==> src/logic/scrb_consts.vh <==
// Purpose: constants for the system configuration register bank
// Assumes: included by scrb_core.v only
// Notes: offsets are I/O ports and register indices
`ifndef SCRB_CONSTS_VH
`define SCRB_CONSTS_VH
`define SCRB_PORT_INDEX 16'h0022
`define SCRB_PORT_DATA 16'h0024
`define SCRB_IDX_BUSCFG 8'h20
`define SCRB_IDX_SYSCTL 8'h21
`define SCRB_IDX_DRAMCFG 8'h22
`define SCRB_IDX_ROMSEL 8'h23
`define SCRB_RST_BUSCFG 6'h00
`define SCRB_RST_SYSCTL 8'h40
`define SCRB_RST_DRAMCFG 8'hF0
`define SCRB_RST_ROMSEL 8'h40
`define SCRB_SYSCTL_WMASK 8'hF3
`define SCRB_READ_UNMAPPED 8'hFF
`define SCRB_REC_BASE 3'h3
`define SCRB_DIV_HALF_MAX 3'h5
`define SCRB_ROM_BASE 4'hC
`endif

==> src/logic/scrb_core.v <==
// Purpose: indexed configuration registers and the logic they steer
// Assumes: i_core_clk is the cpu double clock; I/O strobes are one-cycle pulses
// Notes: index is dropped after every data-port access
//
// Summary of operation
// RULE1 - recovery code 00..11 forces 3..6 bus clocks between I/O cycles
// RULE2 - bus clock is double clock divided by 10, 8, 6 or 4
// RULE3 - bit 3 enables slow refresh, bit 2 hidden refresh; both reset zero
// RULE4 - bits 7:6 of revision_and_expansion_bus_config read revision; writes ignored
// RULE5 - system control bit 7 enables byte swap for bus masters
// RULE6 - bit 6 set gives a latch pulse per cycle; clear gives one
// RULE7 - bit 5 clear: reset command waits for halt; set: reset at once
// RULE8 - bit 4 adds one wait state to standard bus cycles
// RULE9 - bit 1 clear: local ready synchronised, forwarded one state later
// RULE10 - bit 1 set: local ready not forwarded; local device drives cpu
// RULE11 - bit 0 zero enables memory parity checking, one disables it
// RULE12 - dram bits 7:6 give read wait states 0..3, reset 3
// RULE13 - dram bits 5:4 give write wait states 0..3, reset 3
// RULE14 - dram bits 3:0 encode bank sizes; two top codes reserved
// RULE15 - rom bit 7 also selects rom on writes for flash programming
// RULE16 - rom bits 6:0 enable 32KB segments C0000h..FFFFFh; bit 6 at reset
// RULE17 - software writes index to port 22h, then data via port 24h
// RULE18 - index invalidated after every data access
// RULE19 - reserved bits reset zero and software writes them zero
`timescale 1ns/1ns
`default_nettype none
`include "scrb_consts.vh"
module scrb_core #(
    parameter [1:0] REVISION = 2'b01 // arbitrary value
) (
    input wire i_core_clk,
    input wire i_rst_n,
    input wire [15:0] i_io_addr,
    input wire i_io_wr,
    input wire i_io_rd,
    input wire [7:0] i_io_wdata,
    output reg [7:0] o_io_rdata,
    input wire i_io_cycle_end,
    output reg o_io_recovery_busy,
    output reg o_expansion_bus_clock,
    output reg o_slow_refresh,
    output reg o_hidden_refresh,
    output reg o_master_byte_swap,
    output reg o_latch_each_cycle,
    output reg o_extra_wait,
    input wire i_reset_cmd,
    input wire i_halt_cycle,
    output reg o_cpu_reset,
    input wire i_local_ready_in_n,
    output reg o_cpu_ready_n,
    input wire i_parity_err,
    output reg o_parity_error,
    output reg [1:0] o_dram_read_waits,
    output reg [1:0] o_dram_write_waits,
    output reg [3:0] o_dram_bank_cfg,
    input wire [19:0] i_mem_addr,
    input wire i_mem_rd,
    input wire i_mem_wr,
    output reg o_rom_select_n
);
    reg [5:0] buscfg_q;
    reg [7:0] sysctl_q;
    reg [7:0] dramcfg_q;
    reg [7:0] romsel_q;
    reg [7:0] index_q;
    reg index_valid_q;
    reg [2:0] div_cnt_q;
    reg [2:0] rec_cnt_q;
    reg reset_pend_q;
    reg rdy_s1_q, rdy_s2_q, rdy_s3_q, rdy_q;
    // full 16-bit decode; aliases would let stray I/O hit the index
    wire idx_wr = i_io_wr && (i_io_addr == `SCRB_PORT_INDEX); // see RULE17
    wire data_acc = (i_io_wr || i_io_rd) && (i_io_addr == `SCRB_PORT_DATA);
    wire data_wr = i_io_wr && index_valid_q && (i_io_addr == `SCRB_PORT_DATA);
    wire [2:0] half_period = `SCRB_DIV_HALF_MAX - {1'b0, buscfg_q[1:0]}; // see RULE2
    wire bus_clk_rise = (div_cnt_q == 3'h1) && !o_expansion_bus_clock;
    // 32KB segments counted up from the rom base; the top 64KB shares bit 6
    wire [2:0] seg = i_mem_addr[17:15];
    wire in_rom = i_mem_addr[19:16] >= `SCRB_ROM_BASE; // C0000h..FFFFFh
    wire [2:0] seg_bit = (seg[2:1] == 2'b11) ? 3'h6 : seg;

    function [7:0] read_reg;
        input [7:0] idx;
        begin
            case (idx)
                `SCRB_IDX_BUSCFG: read_reg = {REVISION, buscfg_q}; // see RULE4
                `SCRB_IDX_SYSCTL: read_reg = sysctl_q;
                `SCRB_IDX_DRAMCFG: read_reg = dramcfg_q;
                `SCRB_IDX_ROMSEL: read_reg = romsel_q;
                // unmapped indices read like an idle bus
                default: read_reg = `SCRB_READ_UNMAPPED;
            endcase
        end
    endfunction

    always @(posedge i_core_clk) begin
        if (!i_rst_n) begin
            buscfg_q <= `SCRB_RST_BUSCFG;
            sysctl_q <= `SCRB_RST_SYSCTL;
            dramcfg_q <= `SCRB_RST_DRAMCFG;
            romsel_q <= `SCRB_RST_ROMSEL; // see RULE16
            index_q <= 8'h00;
            index_valid_q <= 1'b0;
            o_io_rdata <= 8'h00;
        end else begin
            if (idx_wr) begin
                index_q <= i_io_wdata;
                index_valid_q <= 1'b1;
            end else if (data_acc) begin
                index_valid_q <= 1'b0; // see RULE18
            end
            if (i_io_rd && i_io_addr == `SCRB_PORT_DATA) begin
                o_io_rdata <= index_valid_q ? read_reg(index_q) : `SCRB_READ_UNMAPPED;
            end
            if (data_wr) begin
                case (index_q)
                    `SCRB_IDX_BUSCFG: buscfg_q <= i_io_wdata[5:0]; // see RULE4
                    // reserved bits 3:2 held at zero
                    `SCRB_IDX_SYSCTL: sysctl_q <= i_io_wdata & `SCRB_SYSCTL_WMASK; // see RULE19
                    `SCRB_IDX_DRAMCFG: dramcfg_q <= i_io_wdata;
                    `SCRB_IDX_ROMSEL: romsel_q <= i_io_wdata;
                    default: ;
                endcase
            end
        end
    end

    // bus clock divider; new ratio takes effect at next half-period boundary
    always @(posedge i_core_clk) begin
        if (!i_rst_n) begin
            // start at the slowest ratio, matching the reset code
            div_cnt_q <= `SCRB_DIV_HALF_MAX;
            o_expansion_bus_clock <= 1'b0;
        end else if (div_cnt_q <= 3'h1) begin
            div_cnt_q <= half_period; // see RULE2
            o_expansion_bus_clock <= !o_expansion_bus_clock;
        end else begin
            div_cnt_q <= div_cnt_q - 3'h1;
        end
    end

    // recovery counted in whole bus clock rises after the cycle ends
    always @(posedge i_core_clk) begin
        if (!i_rst_n) begin
            rec_cnt_q <= 3'h0;
            o_io_recovery_busy <= 1'b0;
        end else if (i_io_cycle_end) begin
            rec_cnt_q <= `SCRB_REC_BASE + {1'b0, buscfg_q[5:4]}; // see RULE1
            o_io_recovery_busy <= 1'b1;
        end else if (bus_clk_rise && rec_cnt_q != 3'h0) begin
            rec_cnt_q <= rec_cnt_q - 3'h1;
            o_io_recovery_busy <= rec_cnt_q != 3'h1;
        end
    end

    // reset command wait for halt unless fast mode
    always @(posedge i_core_clk) begin
        if (!i_rst_n) begin
            reset_pend_q <= 1'b0;
            o_cpu_reset <= 1'b0;
        end else begin
            o_cpu_reset <= 1'b0;
            if (i_reset_cmd && sysctl_q[5]) begin
                o_cpu_reset <= 1'b1; // see RULE7
            end else if (reset_pend_q && i_halt_cycle) begin
                o_cpu_reset <= 1'b1; // see RULE7
                // a command arriving with the halt stays pending, not lost
                reset_pend_q <= i_reset_cmd;
            end else if (i_reset_cmd) begin
                reset_pend_q <= 1'b1;
            end
        end
    end

    // ready sync: second and third stage must agree before a change counts
    always @(posedge i_core_clk) begin
        if (!i_rst_n) begin
            rdy_s1_q <= 1'b1;
            rdy_s2_q <= 1'b1;
            rdy_s3_q <= 1'b1;
            rdy_q <= 1'b1;
            o_cpu_ready_n <= 1'b1;
        end else begin
            rdy_s1_q <= i_local_ready_in_n;
            rdy_s2_q <= rdy_s1_q;
            rdy_s3_q <= rdy_s2_q;
            if (rdy_s2_q == rdy_s3_q) begin
                rdy_q <= rdy_s3_q;
            end
            // local device drives the cpu itself in direct mode
            o_cpu_ready_n <= sysctl_q[1] ? 1'b1 : rdy_q; // see RULE9 see RULE10
        end
    end

    always @(posedge i_core_clk) begin
        if (!i_rst_n) begin
            o_slow_refresh <= 1'b0;
            o_hidden_refresh <= 1'b0;
            o_master_byte_swap <= 1'b0;
            o_latch_each_cycle <= 1'b1;
            o_extra_wait <= 1'b0;
            o_parity_error <= 1'b0;
            o_dram_read_waits <= 2'h3;
            o_dram_write_waits <= 2'h3;
            o_dram_bank_cfg <= 4'h0;
            o_rom_select_n <= 1'b1;
        end else begin
            // every pin re-registered; costs one cycle after a write
            o_slow_refresh <= buscfg_q[3]; // see RULE3
            o_hidden_refresh <= buscfg_q[2]; // see RULE3
            o_master_byte_swap <= sysctl_q[7]; // see RULE5
            o_latch_each_cycle <= sysctl_q[6]; // see RULE6
            o_extra_wait <= sysctl_q[4]; // see RULE8
            o_parity_error <= i_parity_err && !sysctl_q[0]; // see RULE11
            o_dram_read_waits <= dramcfg_q[7:6]; // see RULE12
            o_dram_write_waits <= dramcfg_q[5:4]; // see RULE13
            o_dram_bank_cfg <= dramcfg_q[3:0]; // see RULE14
            o_rom_select_n <= !(in_rom && romsel_q[seg_bit]
                && (i_mem_rd || (i_mem_wr && romsel_q[7]))); // see RULE15 see RULE16
        end
    end
endmodule // scrb_core
`default_nettype wire

==> config.mk <==
export PLATFORM = sky130hd
export DESIGN_NAME = scrb_core
export DESIGN_NICKNAME = d
export VERILOG_FILES = /design/src/logic/scrb_core.v
export VERILOG_INCLUDE_DIRS = /design/src /design/src/logic
export SDC_FILE = /design/constraint.sdc
export NUM_CORES = 1
export LEC_CHECK = 0
export ABC_CLOCK_PERIOD_IN_PS = 3240
export BUFFER_PORTS_ARGS = -buffer_cell sky130_fd_sc_hd__buf_2
export CAP_MARGIN = 20
export CORE_UTILIZATION = 56
export DETAILED_ROUTE_END_ITERATION = 6
export GPL_TIMING_DRIVEN = 0
export PLACE_DENSITY = 0.84
export SYNTH_ARGS = -nofsm -noshare
export SYNTH_HDL_FRONTEND = slang
export SYNTH_SLANG_ARGS = --single-unit
==> constraint.sdc <==
create_clock -name i_core_clk -period 3.24 [get_ports i_core_clk]
set_input_delay 0 -clock i_core_clk [delete_from_list [all_inputs] [get_ports i_core_clk]]
set_output_delay 0 -clock i_core_clk [all_outputs]
set_load 0.1 [all_outputs]
# After elaboration in Yosys (flattened, before gate mapping)
# Index checks and enable logic that the tools add are counted.
# Widths: inputs -> output; s select.
# word_totals
register_bits,75
inputBits,55
output_inout_bits,27
word_cells,91
# op_classes
n_addsub,4
n_lt_le_gt_ge,3
n_eq_ne,10
mux,16
n_bitwise,2
n_reduce_logical,28
# ops
cell,count
$eq 16x6->1 const B,2
$eq 8x6->1 const B,4
$pmux 8 s4,1
$logic_and 1x1->1,13
$mux 3,4
$reduce_and 2->1,5
$mux 1,9
$mux 8,1
$reduce_bool 2->1,3
$sub 3x1->3 const B,2
$ge 4x4->1 const B,1
$lt 3x4->1 const B,1
$add 2x2->3 const A,1
$bmux 1 s3,1
$eq 3x1->1 const B,1
$le 3x1->1 const B,1
$logic_not 1->1,3
$ne 3x1->1 const B,1
$reduce_bool 3->1,1
$sub 3x2->3 const A,1
$eq 2x2->1 const B,1
$logic_or 1x1->1,2
$not 1->1,2
$reduce_or 2->1,1
$eq 1x1->1,1

# Logic depth before layout (Yosys ltp)
# depth
word_depth,7
mapped_depth,7
ltp_nobuf,7

# Worst setup path after synthesis
# Ideal clock, no wire load.
# synth_path
kind,reg2reg
from,register o_expansion_bus_clock
to,register rec_cnt_q[1]
setup_ns,0.058
arrival_time_ns,1.966
t_required_ns,3.182
setup_slack_ns,1.216
path_stages_with_launch,5
n_path_buf,0
period_less_slack_ns,2.024
path_cell_list,dfxtp_1 -> nor4b_1 -> nor2_1 -> a211oi_1 -> o21a_1
# synth_via
elab_chain_cells,4
# synth_rtl
item,line,source
start: declaration,scrb_core.v:40,"output reg o_expansion_bus_clock,"
start signal: assignment,scrb_core.v:136,o_expansion_bus_clock <= !o_expansion_bus_clock;
$logic_not 1->1,scrb_core.v:76,wire bus_clk_rise = (div_cnt_q == 3'h1) && !o_expansion_bus_clock;
$logic_and 1x1->1,scrb_core.v:76,
$logic_and 1x1->1,scrb_core.v:150,end else if (bus_clk_rise && rec_cnt_q != 3'h0) begin
$reduce_bool 2->1 (no source line),n/a,
end signal: assignment,scrb_core.v:148,"rec_cnt_q <= `SCRB_REC_BASE + {1'b0, buscfg_q[5:4]};"
end signal: assignment,scrb_core.v:151,rec_cnt_q <= rec_cnt_q - 3'h1;
end: declaration,scrb_core.v:68,reg [2:0] rec_cnt_q;
# No other way between the ends.
# A chain may end at the register's enable or synchronous reset.

# Worst setup path after layout
# layout_path
from,register index_q[1]
to,register romsel_q[0]
# layout_via
elab_chain_cells,2
# layout_rtl
item,line,source
start: declaration,scrb_core.v:65,reg [7:0] index_q;
start signal: assignment,scrb_core.v:107,index_q <= i_io_wdata;
$eq 8x6->1,scrb_core.v:116,case (index_q)
$reduce_and 2->1 (no source line),n/a,
end signal: assignment,scrb_core.v:101,romsel_q <= `SCRB_RST_ROMSEL;
end signal: assignment,scrb_core.v:121,`SCRB_IDX_ROMSEL: romsel_q <= i_io_wdata;
end: declaration,scrb_core.v:64,reg [7:0] romsel_q;
# No other way between the ends.

==> metrics <==
WP data required 3.50 ns; TNS Setup 0 ns; area grow syn2layout 22.3%; Top FF cell, synth dfxtp_1; hold path startpoint i_io_wdata[1]; WL final 7140 um; Hold WC Path Type in -> reg; setup violators final 0; CTS tree built; Core Footprint 5240 um^2; initial antenna violation count 0; VDD IR-drop max 0.000324 V; vias in the first global route 2581; WHS Path Cells 3; Num CTS Buffers 9; sequential fraction of the synthesis area 0.480; htree depth 3; Critical Path End Type flop; crit path DAT 2.55 ns; CP cell instances clkbuf_1 > buf_1 > nand3_1 > nor3_4 > mux2i_1; root buf cell clkbuf_8; Initial DRC Count 156; antenna-violating nets left 0; IO Pins 82; Final Cell Area 3830 um^2; max-cap violation count 0; Crit-path slowest cell buf_1; Distinct cells, synth 39; CTS Buffer Depth 2; RSZ-0062 raised after global routing no; starting density of the core 0.598; gpl congestion 0.850; YS warnings 0; critical path type reg -> reg; Mapped Cells 307; Die Area 5890 um^2; Die W 76.8 um; leakage 1.73 nW; CTS clk-pin slew, worst paths 0.08 ns; Yosys reg bits 75; critical path launch point type flop; RR Startpoint index_q[1]; WL per Instance 15.2 um; setup ws final 0.953 ns; Hold EP sysctl_q[1]; Netlist Area Pre-Place 3130 um^2; worst-path maximum fanout 10; Pins Over Slew Limit 0; Mean Syn Cell Area 10.2 um^2; syn_nets 368; clk_skew 0.00584 ns; HPWL Detailed 4990 um; via count 2523; min Tclk post-route 2.29 ns; Finished Layout Cells 471; first-pass GRT wire length 12100 um; # rows 26; pwr dens 482 nW/um^2; grt ovf 0; slew margin rel. 0.531; Core Util, Final 0.731; vias per cell 5.36; layout net count 457; drt first pass iters 4; Async SR Flop Fraction 0; Placed Area 3540 um^2; PortBufs 65; antenna cell count 0; post-route DRC violation count 0; maximum number of pins on one net before global-route repair 13; share of layout cells above drive strength 1 0.247; reg2reg setup slack 0.95 ns; Yosys top cell area share 0.480; Post-synth EDFFs 0; top area cells in the synthesized netlist dfxtp_1 (48%), mux2i_1 (12%), nand2_1 (5.3%); CTS-repair resized insts 0; largest area contributor in the netlist dfxtp_1; Worst Reg-to-Reg Cells 5; Max stage delay on crit path 0.52 ns; Skew-Pair Late Insertion Delay 0.35 ns; dpl ws 0.886 ns; reg2reg end romsel_q[0]; Die Span Y 76.8 um; placed cells 442; final hold violation count 0; Total GRT Usage 0.269; achievable frequency 437 MHz; period utilisation layout 0.706; CTS Sinks 75; status complete, no violations; Worst Tran Pin Value 0.701 ns
==> worst max-delay path by stage <==
stage / from / endpoint / cells past startpoint / slack (ns)
floorplan: o_expansion_bus_clock / rec_cnt_q[1] / 4 / 1.22
global placement: i_io_addr[6] / o_io_rdata[2] / 6 / 0.92
detailed placement: i_io_addr[0] / dramcfg_q[5] / 6 / 0.89
CTS: index_q[1] / romsel_q[0] / 5 / 0.99
global route: index_q[1] / romsel_q[0] / 5 / 0.80
finish: index_q[1] / romsel_q[0] / 5 / 0.95
==> stage by stage <==
step / hold WS (ns) / power (mW)
floorplan: 0.101 / 1.18
global placement: 0.187 / 1.23
detailed placement: 0.190 / 1.25
CTS: 0.00523 / 1.85
global route: 0.0270 / 1.94
finish: 0.00595 / 1.85
==> power by group <==
| part | internal [mW] | switching (mW) |
|---|---|---|
| registers | 0.950 | 0.0218 |
| logic | 0.108 | 0.155 |
| clock network | 0.274 | 0.337 |
| total | 1.33 | 0.513 |
==> state kept, by name, indices dropped and copies added, names as in the netlist, 3 cells and up <==
name and count:
dramcfg_q 8, index_q 8, o_io_rdata 8, romsel_q 8, buscfg_q 6, sysctl_q 6, o_dram_bank_cfg 4, div_cnt_q 3
rec_cnt_q 3
==> layout make-up <==
| type | instances | area, um^2 |
|---|---|---|
| inverters | 21 | 78.8 |
| flip-flops and latches | 75 | 1500 |
| multi-input cells | 196 | 1480 |
| well taps | 70 | 87.6 |
| repair buffers | 78 | 450 |
| plain buffers | 15 | 66.3 |
| fillers | 396 | 1410 |
| clock inverters | 5 | 30.0 |
| clock buffers | 11 | 131 |
==> kinds of logic after synthesis <==
group	after synthesis	synth area share
flops	75	0.480
compound gates	35	0.0835
mux	48	0.175
xor+xnor	3	0.00839
fa+ha+maj	6	0.0240
buf+inv	36	0.0464
simple gates	104	0.183
==> layer usage <==
layer | share of wire | vias to the layer above | GRT usage
met5 | 0 | - | 0
met4 | 0.017 | 0 | 0.106
met3 | 0.053 | 14 | 0.0810
met2 | 0.50 | 76 | 0.458
met1 | 0.43 | 1199 | 0.314
li1 | - | 1234 | -
==> cells in the final DEF, fill, tap and decap left out, types with 2 or more instances in the layout <==
master / count
nor2b_1: 8
mux4_2: 5
nand2_1: 44
a211oi_1: 2
or4b_1: 2
a21oi_1: 5
clkbuf_8: 9
o21a_1: 5
or3_1: 9
nand2b_1: 12
xnor2_1: 2
nand3_1: 5
dlygate4sd3_1: 12
or4_4: 3
dfxtp_1: 75
a22oi_1: 2
mux2i_1: 39
o211a_1: 10
inv_1: 21
nor2_1: 10
nor4b_1: 2
ha_1: 6
buf_2: 67
or4_1: 2
buf_1: 2
clkinvlp_4: 2
clkinv_2: 3
clkbuf_1: 12
mux2_2: 4
o21ai_0: 7
==> worst max-delay path, delay by kind of cell, from the launching register on <==
family | cells | cell delay (ns)
buffers and inverters | 2 | 0.87
AND/OR/NAND/NOR | 2 | 0.73
flip-flops | 1 | 0.31
multiplexers | 1 | 0.29
==> Yosys cell counts (all sizes together) (2+ instances only) <==
master,n
a211oi,2
a21oi,5
a22oi,2
buf,5
clkbuf,10
dfxtp,75
ha,6
inv,21
mux2,4
mux2i,39
mux4,5
nand2,44
nand2b,12
nand3,5
nor2,10
nor2b,8
nor3,2
nor4b,3
o211a,10
o21a,5
o21ai,7
or3,9
or4,5
or4b,2
xnor2,2
==> repair_timing <==
item | in CTS | in global routing
hold endpoints to repair | 22 | 0
hold buffers | 12 | 0
endpoints found under the setup margin | 0 | 0
buffers inserted | 0 | 0
No activity file was read; power rests on OpenSTA's default activity.
